$ cat src/core/tlic_pkg.sv
// package for the two-level interrupt controller: constants and carrier types
package tlic_pkg;

  localparam int unsigned VEC_W          = 21;
  localparam logic [20:0] VEC_HIGH       = 21'h00_0008;
  localparam logic [20:0] VEC_LOW        = 21'h00_0018;
  localparam int unsigned SYNC_STAGES    = 2;
  // take-to-vector latency in instruction cycles after the flag is seen
  localparam int unsigned TAKE_DELAY     = 2;
  localparam logic        PRIO_EN_RESET  = 1'b0;
  localparam logic        GIE_RESET      = 1'b0;
  localparam logic        PERIPHERAL_GROUP_ENABLE_RESET     = 1'b0;
  // bit positions of the global enables inside the control byte
  localparam int unsigned BIT_GIE_HIGH   = 7;
  localparam int unsigned BIT_GIE_LOW    = 6;

  typedef enum logic [1:0] {
    TLIC_IDLE  = 2'b00,
    TLIC_LOW   = 2'b01,
    TLIC_BOTH  = 2'b11,
    TLIC_HIGH  = 2'b10
  } tlic_state_t;

  // request to the core: take an interrupt at this vector
  typedef struct packed {
    logic             take;
    logic             high;
    logic [VEC_W-1:0] vector;
  } tlic_req_t;

  // software write of the global enables
  typedef struct packed {
    logic wr;
    logic high_level_global_enable;
    logic low_level_global_enable;
  } tlic_gie_wr_t;

endpackage : tlic_pkg

$ cat src/core/tlic_sync.sv
// two-flop synchroniser bank for pin-level event inputs
`timescale 1ns/1ns
`default_nettype none
module tlic_sync #(
  parameter int unsigned W = 1
) (
  input  wire logic         ref_clk_i,
  input  wire logic         rst_i,
  input  wire logic [W-1:0] async_i,
  output logic      [W-1:0] sync_o
);
  logic [W-1:0] meta_reg;
  logic [W-1:0] meta_next;
  logic [W-1:0] sync_reg;
  logic [W-1:0] sync_next;

  always_comb begin
    meta_next = async_i;
    sync_next = meta_reg;
  end

  always_ff @(posedge ref_clk_i) begin
    if (rst_i) begin
      meta_reg <= '0;
      sync_reg <= '0;
    end else begin
      meta_reg <= meta_next;
      sync_reg <= sync_next;
    end
  end

  assign sync_o = sync_reg;
endmodule // tlic_sync
`default_nettype wire

$ cat src/core/tlic_flags.sv
// sticky per-source flag bank: set wins over clear
`timescale 1ns/1ns
`default_nettype none
module tlic_flags #(
  parameter int unsigned N = 8
) (
  input  wire logic         ref_clk_i,
  input  wire logic         rst_i,
  input  wire logic [N-1:0] event_i,
  input  wire logic [N-1:0] clear_i,
  output logic      [N-1:0] flag_o
);
  logic [N-1:0] flag_reg;
  logic [N-1:0] flag_next;

  genvar g;
  generate
    for (g = 0; g < N; g++) begin : g_flag
      always_comb begin
        // events land whatever the enables say
        flag_next[g] = event_i[g] | (flag_reg[g] & ~clear_i[g]);
      end
    end
  endgenerate

  always_ff @(posedge ref_clk_i) begin
    if (rst_i) begin
      flag_reg <= '0;
    end else begin
      flag_reg <= flag_next;
    end
  end

  assign flag_o = flag_reg;
endmodule // tlic_flags
`default_nettype wire

$ cat src/core/tlic_ctrl.sv
// two-level prioritized interrupt controller core
`timescale 1ns/1ns
`default_nettype none
// Function
// - high vector 0008h, low vector 0018h
// - high request preempts running low routine
// - each source has flag, enable, priority
// - two levels only when priority enable set
// - bit 7 gates high, bit 6 gates low
// - flag, enable, global set: vector request after two instruction cycles
// - priority enable resets clear, compatibility mode
// - compatibility: bit 6 peripherals, bit 7 all
// - compatibility: every interrupt goes to 0008h
// - clear governing global enable on taking
// - hold low requests during high service
// - core pushes return, loads vector address
// - return instruction sets the cleared enable
// - pin latency three to four cycles
// - flags set regardless of any enable
// - high global clear disables all interrupts
module tlic_ctrl #(
  parameter int unsigned N_PIN  = 2,
  parameter int unsigned N_PERI = 6
) (
  input  wire logic                      ref_clk_i,
  input  wire logic                      rst_i,
  input  wire logic                      instr_cycle_i,
  input  wire logic [N_PIN-1:0]          pin_event_i,
  input  wire logic [N_PERI-1:0]         peri_event_i,
  input  wire logic [N_PIN+N_PERI-1:0]   flag_clear_i,
  input  wire logic [N_PIN+N_PERI-1:0]   source_enable_i,
  input  wire logic [N_PIN+N_PERI-1:0]   source_priority_i,
  input  wire logic                      prio_wr_i,
  input  wire logic                      priority_levels_enable_i,
  input  wire tlic_pkg::tlic_gie_wr_t    gie_wr_i,
  input  wire logic                      take_ack_i,
  input  wire logic                      return_from_interrupt_instr_i,
  output tlic_pkg::tlic_req_t            req_o,
  output logic [N_PIN+N_PERI-1:0]        flag_o,
  output logic                           priority_levels_enable_o,
  output logic                           high_level_global_enable_o,
  output logic                           low_level_global_enable_o,
  output logic [1:0]                     service_level_o
);
  localparam int unsigned N = N_PIN + N_PERI;

  logic [N_PIN-1:0]   pin_sync;
  logic [N-1:0]       flags;
  logic [N-1:0]       pin_mask;
  logic               prio_reg;
  logic               prio_next;
  logic               high_level_global_enable_reg;
  logic               high_level_global_enable_next;
  logic               low_level_global_enable_reg;
  logic               low_level_global_enable_next;
  tlic_pkg::tlic_state_t st_reg;
  tlic_pkg::tlic_state_t st_next;
  tlic_pkg::tlic_req_t   req_reg;
  tlic_pkg::tlic_req_t   req_next;
  logic [1:0]         dly_reg;
  logic [1:0]         dly_next;
  logic               want_high;
  logic               want_low;
  logic               want_any;
  logic [N-1:0]       active;

  // pins cross into the ref_clk_i domain before being flagged
  tlic_sync #(.W(N_PIN)) u_sync (
    .ref_clk_i (ref_clk_i),
    .rst_i     (rst_i),
    .async_i   (pin_event_i),
    .sync_o    (pin_sync)
  );

  tlic_flags #(.N(N)) u_flags (
    .ref_clk_i (ref_clk_i),
    .rst_i     (rst_i),
    .event_i   ({peri_event_i, pin_sync}),
    .clear_i   (flag_clear_i),
    .flag_o    (flags)
  );

  assign pin_mask = {{N_PERI{1'b0}}, {N_PIN{1'b1}}};

  always_comb begin
    active    = flags & source_enable_i;
    want_high = 1'b0;
    want_low  = 1'b0;
    if (prio_reg) begin
      // high enable also gates low ones
      want_high = high_level_global_enable_reg && |(active & source_priority_i);
      want_low  = high_level_global_enable_reg && low_level_global_enable_reg && |(active & ~source_priority_i);
    end else begin
      // priority bits ignored; peripherals also need the group enable
      want_high = high_level_global_enable_reg && (|(active & pin_mask)
                  || (low_level_global_enable_reg && |(active & ~pin_mask)));
    end
    // low stays pending while high service runs
    if (st_reg == tlic_pkg::TLIC_HIGH || st_reg == tlic_pkg::TLIC_BOTH) begin
      want_low = 1'b0;
    end
    want_any = want_high | want_low;
  end

  always_comb begin
    prio_next = prio_reg;
    high_level_global_enable_next = high_level_global_enable_reg;
    low_level_global_enable_next = low_level_global_enable_reg;
    st_next   = st_reg;
    req_next  = req_reg;
    dly_next  = dly_reg;
    if (prio_wr_i) begin
      prio_next = priority_levels_enable_i;
    end
    if (gie_wr_i.wr) begin
      high_level_global_enable_next = gie_wr_i.high_level_global_enable;
      low_level_global_enable_next = gie_wr_i.low_level_global_enable;
    end
    if (return_from_interrupt_instr_i) begin
      // reopen whatever level was closed on entry, innermost first
      case (st_reg)
        tlic_pkg::TLIC_BOTH: begin
          high_level_global_enable_next = 1'b1;
          st_next   = tlic_pkg::TLIC_LOW;
        end
        tlic_pkg::TLIC_HIGH: begin
          high_level_global_enable_next = 1'b1;
          st_next   = tlic_pkg::TLIC_IDLE;
        end
        tlic_pkg::TLIC_LOW: begin
          if (prio_reg) begin
            low_level_global_enable_next = 1'b1;
          end else begin
            high_level_global_enable_next = 1'b1;
          end
          st_next = tlic_pkg::TLIC_IDLE;
        end
        default: begin
          st_next = tlic_pkg::TLIC_IDLE;
        end
      endcase
    end else if (req_reg.take) begin
      // hold the request until the core pushes and jumps
      if (take_ack_i) begin
        req_next.take = 1'b0;
        if (req_reg.high) begin
          high_level_global_enable_next = 1'b0;
          st_next   = (st_reg == tlic_pkg::TLIC_LOW) ? tlic_pkg::TLIC_BOTH
                                                     : tlic_pkg::TLIC_HIGH;
        end else begin
          low_level_global_enable_next = 1'b0;
          st_next   = tlic_pkg::TLIC_LOW;
        end
      end
    end else if (want_any && instr_cycle_i) begin
      // fixed count of instruction cycles, so one- and two-cycle
      // instructions see the same latency
      if (dly_reg == 2'(tlic_pkg::TAKE_DELAY - 1)) begin
        dly_next        = 2'h0;
        req_next.take   = 1'b1;
        req_next.high   = want_high || !prio_reg;
        // compatibility mode always uses the high vector
        req_next.vector = (want_high || !prio_reg) ? tlic_pkg::VEC_HIGH
                                                   : tlic_pkg::VEC_LOW;
      end else begin
        dly_next = dly_reg + 2'h1;
      end
    end else if (!want_any) begin
      dly_next = 2'h0;
    end
  end

  always_ff @(posedge ref_clk_i) begin
    if (rst_i) begin
      prio_reg <= tlic_pkg::PRIO_EN_RESET;
      high_level_global_enable_reg <= tlic_pkg::GIE_RESET;
      low_level_global_enable_reg <= tlic_pkg::PERIPHERAL_GROUP_ENABLE_RESET;
      st_reg   <= tlic_pkg::TLIC_IDLE;
      req_reg  <= '0;
      dly_reg  <= 2'h0;
    end else begin
      prio_reg <= prio_next;
      high_level_global_enable_reg <= high_level_global_enable_next;
      low_level_global_enable_reg <= low_level_global_enable_next;
      st_reg   <= st_next;
      req_reg  <= req_next;
      dly_reg  <= dly_next;
    end
  end

  assign req_o                      = req_reg;
  assign flag_o                     = flags;
  assign priority_levels_enable_o   = prio_reg;
  assign high_level_global_enable_o = high_level_global_enable_reg;
  assign low_level_global_enable_o  = low_level_global_enable_reg;
  assign service_level_o            = st_reg;
endmodule // tlic_ctrl
`default_nettype wire

$ cat config.mk
export PLATFORM = sky130hd
export DESIGN_NAME = tlic_ctrl
export DESIGN_NICKNAME = d
export VERILOG_FILES = /design/src/core/tlic_pkg.sv /design/src/core/tlic_sync.sv /design/src/core/tlic_flags.sv /design/src/core/tlic_ctrl.sv
export SDC_FILE = /design/constraint.sdc
export NUM_CORES = 1
export LEC_CHECK = 0
export BUFFER_PORTS_ARGS = -buffer_cell sky130_fd_sc_hd__buf_2
export CAP_MARGIN = 25
export CORE_MARGIN = 10
export CORE_UTILIZATION = 40
export CTS_CLUSTER_DIAMETER = 60
export DETAILED_ROUTE_END_ITERATION = 10
export PLACE_DENSITY = 0.83
export SYNTH_ARGS = -nofsm -noshare
export SYNTH_HDL_FRONTEND = slang
export SYNTH_SLANG_ARGS = --single-unit
$ cat constraint.sdc
create_clock -name ref_clk_i -period 2.1 [get_ports ref_clk_i]
set_input_delay 0.105 -clock ref_clk_i [delete_from_list [all_inputs] [get_ports ref_clk_i]]
set_output_delay 0.105 -clock ref_clk_i [all_outputs]
set_load 0.02 [all_outputs]
# After elaboration in Yosys (flattened, before gate mapping)
# Index checks and enable logic that the tools add are counted.
op_classes:
  add_sub_neg: 1
  eq_ne: 5
  mux: 31
  bitwise: 31
  n_reduce_logical: 20
ops:
  columns: ["operator", "count"]
  rows:
  - ["23-bit 2-to-1 mux", 2]
  - ["8-bit AND", 3]
  - ["1-bit 2-to-1 mux", 20]
  - ["8-bit OR reduction", 2]
  - ["2-bit 2-to-1 mux", 7]
  - ["1-bit NOT", 10]
  - ["1-bit bitwise OR", 9]
  - ["1-bit AND", 8]
  - ["8-bit NOT", 1]
  - ["1-bit logical AND", 6]
  - ["6-bit OR reduction", 1]
  - ["5-bit 2-to-1 mux", 1]
  - ["2-bit by 1-bit == test with 1-bit output, second input constant", 2]
  - ["2-bit == test, second input constant", 2]
  - ["4-bit AND reduction", 1]
  - ["2-bit nonzero test", 2]
  - ["2-bit OR reduction", 2]
  - ["1-bit logical OR", 3]
  - ["3-bit AND reduction", 1]
  - ["2-bit by 1-bit adder with 2-bit output, second input constant", 1]
  - ["2-bit by 1-bit inequality test with 1-bit output, second input constant", 1]
  - ["1-bit one-hot mux with 2 select lines", 1]
  - ["2-bit AND reduction", 1]
  - ["1-bit logical NOT", 1]
word_totals:
  register_bits: 42
  output_inout_bits: 36

# Depth between registers and ports, before layout
logic_depth:
  depth_word: 11
  ltp_mapped: 5
  mapped_depth_nobuf: 5

# Hierarchy
# From an unflattened synthesis, not the netlist that was laid out.
unflattened:
  cells_unflattened: 152
  hier_area_um2: 1352.5
by_module_without_submodules:
  columns: ["module", "instances", "cells_each", "area_each_um2"]
  rows:
  - ["tlic_ctrl", 1, 111, 865.8]
  - ["tlic_flags", 1, 33, 381.6]
  - ["tlic_sync", 1, 8, 105.1]

# Least setup slack after synthesis
# OpenSTA, ideal clock, no wires.
synth_path:
  kind: "reg2reg"
  startpoint: "register u_flags.flag_reg[3] (netlist: u_flags.flag_o[3])"
  endpoint: "register dly_reg[0]"
  t_arrival_ps: 1299
  setup_slack_ps: 668
  stages_incl_launch_ff: 6
  path_buffers: 0
  period_less_slack_ps: 1432
  path_cell_list: "dfxtp_1 -> a22oi_1 -> nand4_1 -> a211o_1 -> a2bb2oi_2 -> o32ai_1"
synth_between:
  elab_chain_len: 10
  elab_cells_between_ends: 19
  classes_between: "eq/ne (1); mux (4); bitwise (4); reduce/logical (10)"
synth_rtl:
  columns: ["item", "line", "text"]
  rows:
  - ["start: declaration", "tlic_flags.sv:13", "logic [N-1:0] flag_reg;"]
  - ["start signal: assignment", "tlic_flags.sv:30", "flag_reg <= flag_next;"]
  - ["8-bit AND (*)", "tlic_ctrl.sv:86", "active = flags & source_enable_i;"]
  - ["8-bit AND / 6-bit OR reduction (equally long branches)", "tlic_ctrl.sv:92, tlic_ctrl.sv:96", null]
  - ["8-bit OR reduction / 1-bit logical AND (equally long branches)", "tlic_ctrl.sv:92, tlic_ctrl.sv:96", null]
  - ["1-bit logical AND / 1-bit logical OR (equally long branches)", "tlic_ctrl.sv:92, tlic_ctrl.sv:96", null]
  - ["1-bit 2-to-1 mux / 1-bit logical AND (equally long branches)", "tlic_ctrl.sv:89, tlic_ctrl.sv:95", null]
  - ["1-bit 2-to-1 mux (on tied branches)", "tlic_ctrl.sv:99, tlic_ctrl.sv:89", null]
  - ["1-bit bitwise OR (*)", "tlic_ctrl.sv:102", "want_any = want_high | want_low;"]
  - ["1-bit logical AND", "tlic_ctrl.sv:155", "end else if (want_any && instr_cycle_i) begin"]
  - ["2-bit by 1-bit inequality test with 1-bit output (no line)", null, null]
  - ["3-bit AND reduction (no line)", null, null]
  - ["end signal: assignment", "tlic_ctrl.sv:187", "dly_reg <= dly_next;"]
  - ["end: declaration", "tlic_ctrl.sv:60", "logic [1:0] dly_reg;"]
# Every way passes the cells marked *; elsewhere a longest branch is shown, timed or not.
# A chain may end at the register's enable or synchronous reset.

# Worst setup path after layout
# Ends and elaborated chain as after synthesis.

==> reports/metrics.csv <==
metric,value,unit
status,completed,
antenna_found_initial,0,
synth-seq-area-share,0.380,
cp_data_arrival_time,1.67,ns
ys_types,33,
power.total,0.000843,W
tns,0,ns
io_buffers,58,
p_leak,0.762,nW
finalWirelength,3440,um
p_sw_frac,0.290,
min_period,1.48,ns
finClkSkew,0.00104,ns
synth-async-reset-ratio,0,
n_fill_cell,283,
routabilityCongestion,0.750,
boundaryPins,78,
num_vias,1196,
synth_seq_cells,23,
clk_pin_slew_worst_paths,0.12,ns
grt_max_degree,27,
drc,0,
final_cell_mix,"buf_2 (58), dfxtp_1 (23), conb_1 (19)",
cts_resized,0,
dieArea,5630,um^2
p_comb_frac,0.207,
clock_latency,0.30,ns
initial_core_util,0.429,
synth_area,1210,um^2
clock-sinks,23,
end_kind,register,
diodes,0,
cts_setup_buffers,0,
cts_max_level,1,
rsz0062_at_grt,no,
syn_avg_cell_area,8.14,um^2
switching_power,0.000244,W
root_buffer,clkbuf_4,
rows,19,
drive_above_1_share,0.300,
internal_power,0.000599,W
fmax,0.676,GHz
syn_inst,149,
final_common_cell,buf_2,
power.share.clock,0.237,
hold_viol,0,
grt_use_total,0.117,
critPathKind,reg2reg,
die_y,75.1,um
die_w,75.1,um
synth_edf_count,0,
critPathMaxFanout,5,
startpoint_type,register,
grt_pass1_wl,5230,um
drt_iter0_drc,76,
finalSetupViolCount,0,
ir_drop,0.468,mV
drv_cap,0,
clk_path_buf_depth,2,
fin_nets,256,
period_share,0.705,
largest_register_ffs,8,
slew_viol_final,0,
core_area,2830,um^2
grt_pass1_vias,1138,
wl_per_cell,14.1,um
synth_ff_type,dfxtp_1,
area_growth,27.1,%
overflow,0,
powerDensity,547,nW/um^2
p_seq_frac,0.556,
ant_nets,0,
dp_hpwl,2800,um
hold_class,in2reg,
first_pass_iters,4,
tritoncts,done,
vias_per_cell,4.90,
cp.required,2.29,ns
cts_buffers,3,
ys_warn_count,0,
## cell usage after synthesis (3+ instances only)
| library cell | instances | area share |
|---|---|---|
| nand3b_1 | 4 | 0.025 |
| nor2b_1 | 5 | 0.026 |
| dfxtp_1 | 23 | 0.38 |
| nor3_1 | 3 | 0.012 |
| a21oi_1 | 12 | 0.050 |
| nor2_1 | 12 | 0.037 |
| mux2i_1 | 3 | 0.025 |
| nand4_1 | 3 | 0.015 |
| buf_4 | 19 | 0.12 |
| o21ai_0 | 3 | 0.012 |
| clkbuf_1 | 3 | 0.0093 |
| nand3_1 | 11 | 0.045 |
| nand2_1 | 9 | 0.028 |
| inv_1 | 12 | 0.037 |
| nand2b_1 | 4 | 0.021 |
## repair_timing
| action | in CTS | in global routing |
|---|---|---|
| endpoints found under the setup margin | 0 | 0 |
| hold endpoints to repair | 6 | 0 |
| hold buffers | 6 | 0 |
## layer usage
| layer | global-route usage | share of wire |
|---|---|---|
| met5 | 0 | 0 |
| met4 | 0.0126 | 0.0038 |
| met3 | 0.0618 | 0.12 |
| met2 | 0.214 | 0.48 |
| met1 | 0.120 | 0.39 |
## metrics by stage
step           cells  cell area (um^2)  setup WS [ns]  hold slack, ns   util
6_report         244              1540          0.620         0.00353  0.545
5_1_grt          244              1540          0.511         0.00888  0.545
4_1_cts          244              1540          0.620         0.00372  0.545
3_5_place_dp     234              1460          0.643           0.319  0.514
3_3_place_gp     234              1460          0.664           0.312  0.514
2_1_floorplan    167              1280          0.668           0.184      -
## layout make-up
type | count | area [um^2] | area share
clock buffers | 4 | 26.3 | 0.0170
flip-flops and latches | 23 | 460 | 0.299
inverters | 12 | 45.0 | 0.0292
repair buffers | 64 | 350 | 0.227
multi-input cells | 110 | 621 | 0.403
well taps | 31 | 38.8 | 0.0252
## cell families (layout without fill, tap and decap cells)
| kind of cell | Yosys count | in the layout | share of synthesized area |
|---|---|---|---|
| buffers and inverters | 34 | 80 | 0.164 |
| AOI/OAI and AO/OA | 33 | 33 | 0.188 |
| and+or+nand+nor | 54 | 54 | 0.231 |
| DFF | 23 | 23 | 0.380 |
| other | 1 | 19 | 0.00309 |
| muxes | 4 | 4 | 0.0341 |
## critical path, cell delays in order (launching register included)
cell and delay [ns]:
dfxtp_1 0.36, a22oi_1 0.20, nand4_1 0.12, a211o_1 0.35, a2bb2oi_2 0.23, o32ai_1 0.11
## path summary, 6_finish.rpt
kind | from | to | slack (ns) | cells past startpoint
max | u_flags.flag_o[3]$_SDFF_PP0_ | dly_reg[0]$_SDFFE_PP0P_ | 0.62 | 5
min | peri_event_i[3] | u_flags.flag_o[5]$_SDFF_PP0_ | 0.004 | 3
max reg2reg | u_flags.flag_o[3]$_SDFF_PP0_ | dly_reg[0]$_SDFFE_PP0P_ | 0.62 | 5
min reg2reg | u_sync.meta_reg[0]$_SDFF_PP0_ | u_sync.sync_o[0]$_SDFF_PP0_ | 0.45 | 1
## power groups by stage
| stage | sequential (W) | combinational [W] | clock, W |
|---|---|---|---|
| final | 0.000469 | 0.000175 | 0.000200 |
| after CTS | 0.000469 | 0.000174 | 0.000206 |
| after floorplan | 0.000491 | 0.000112 | 0 |
| after global placement | 0.000478 | 0.000164 | 0 |
| after detailed placement | 0.000479 | 0.000165 | 0 |
| after global routing | 0.000472 | 0.000193 | 0.000222 |
Power figures use the tool's default switching activity.
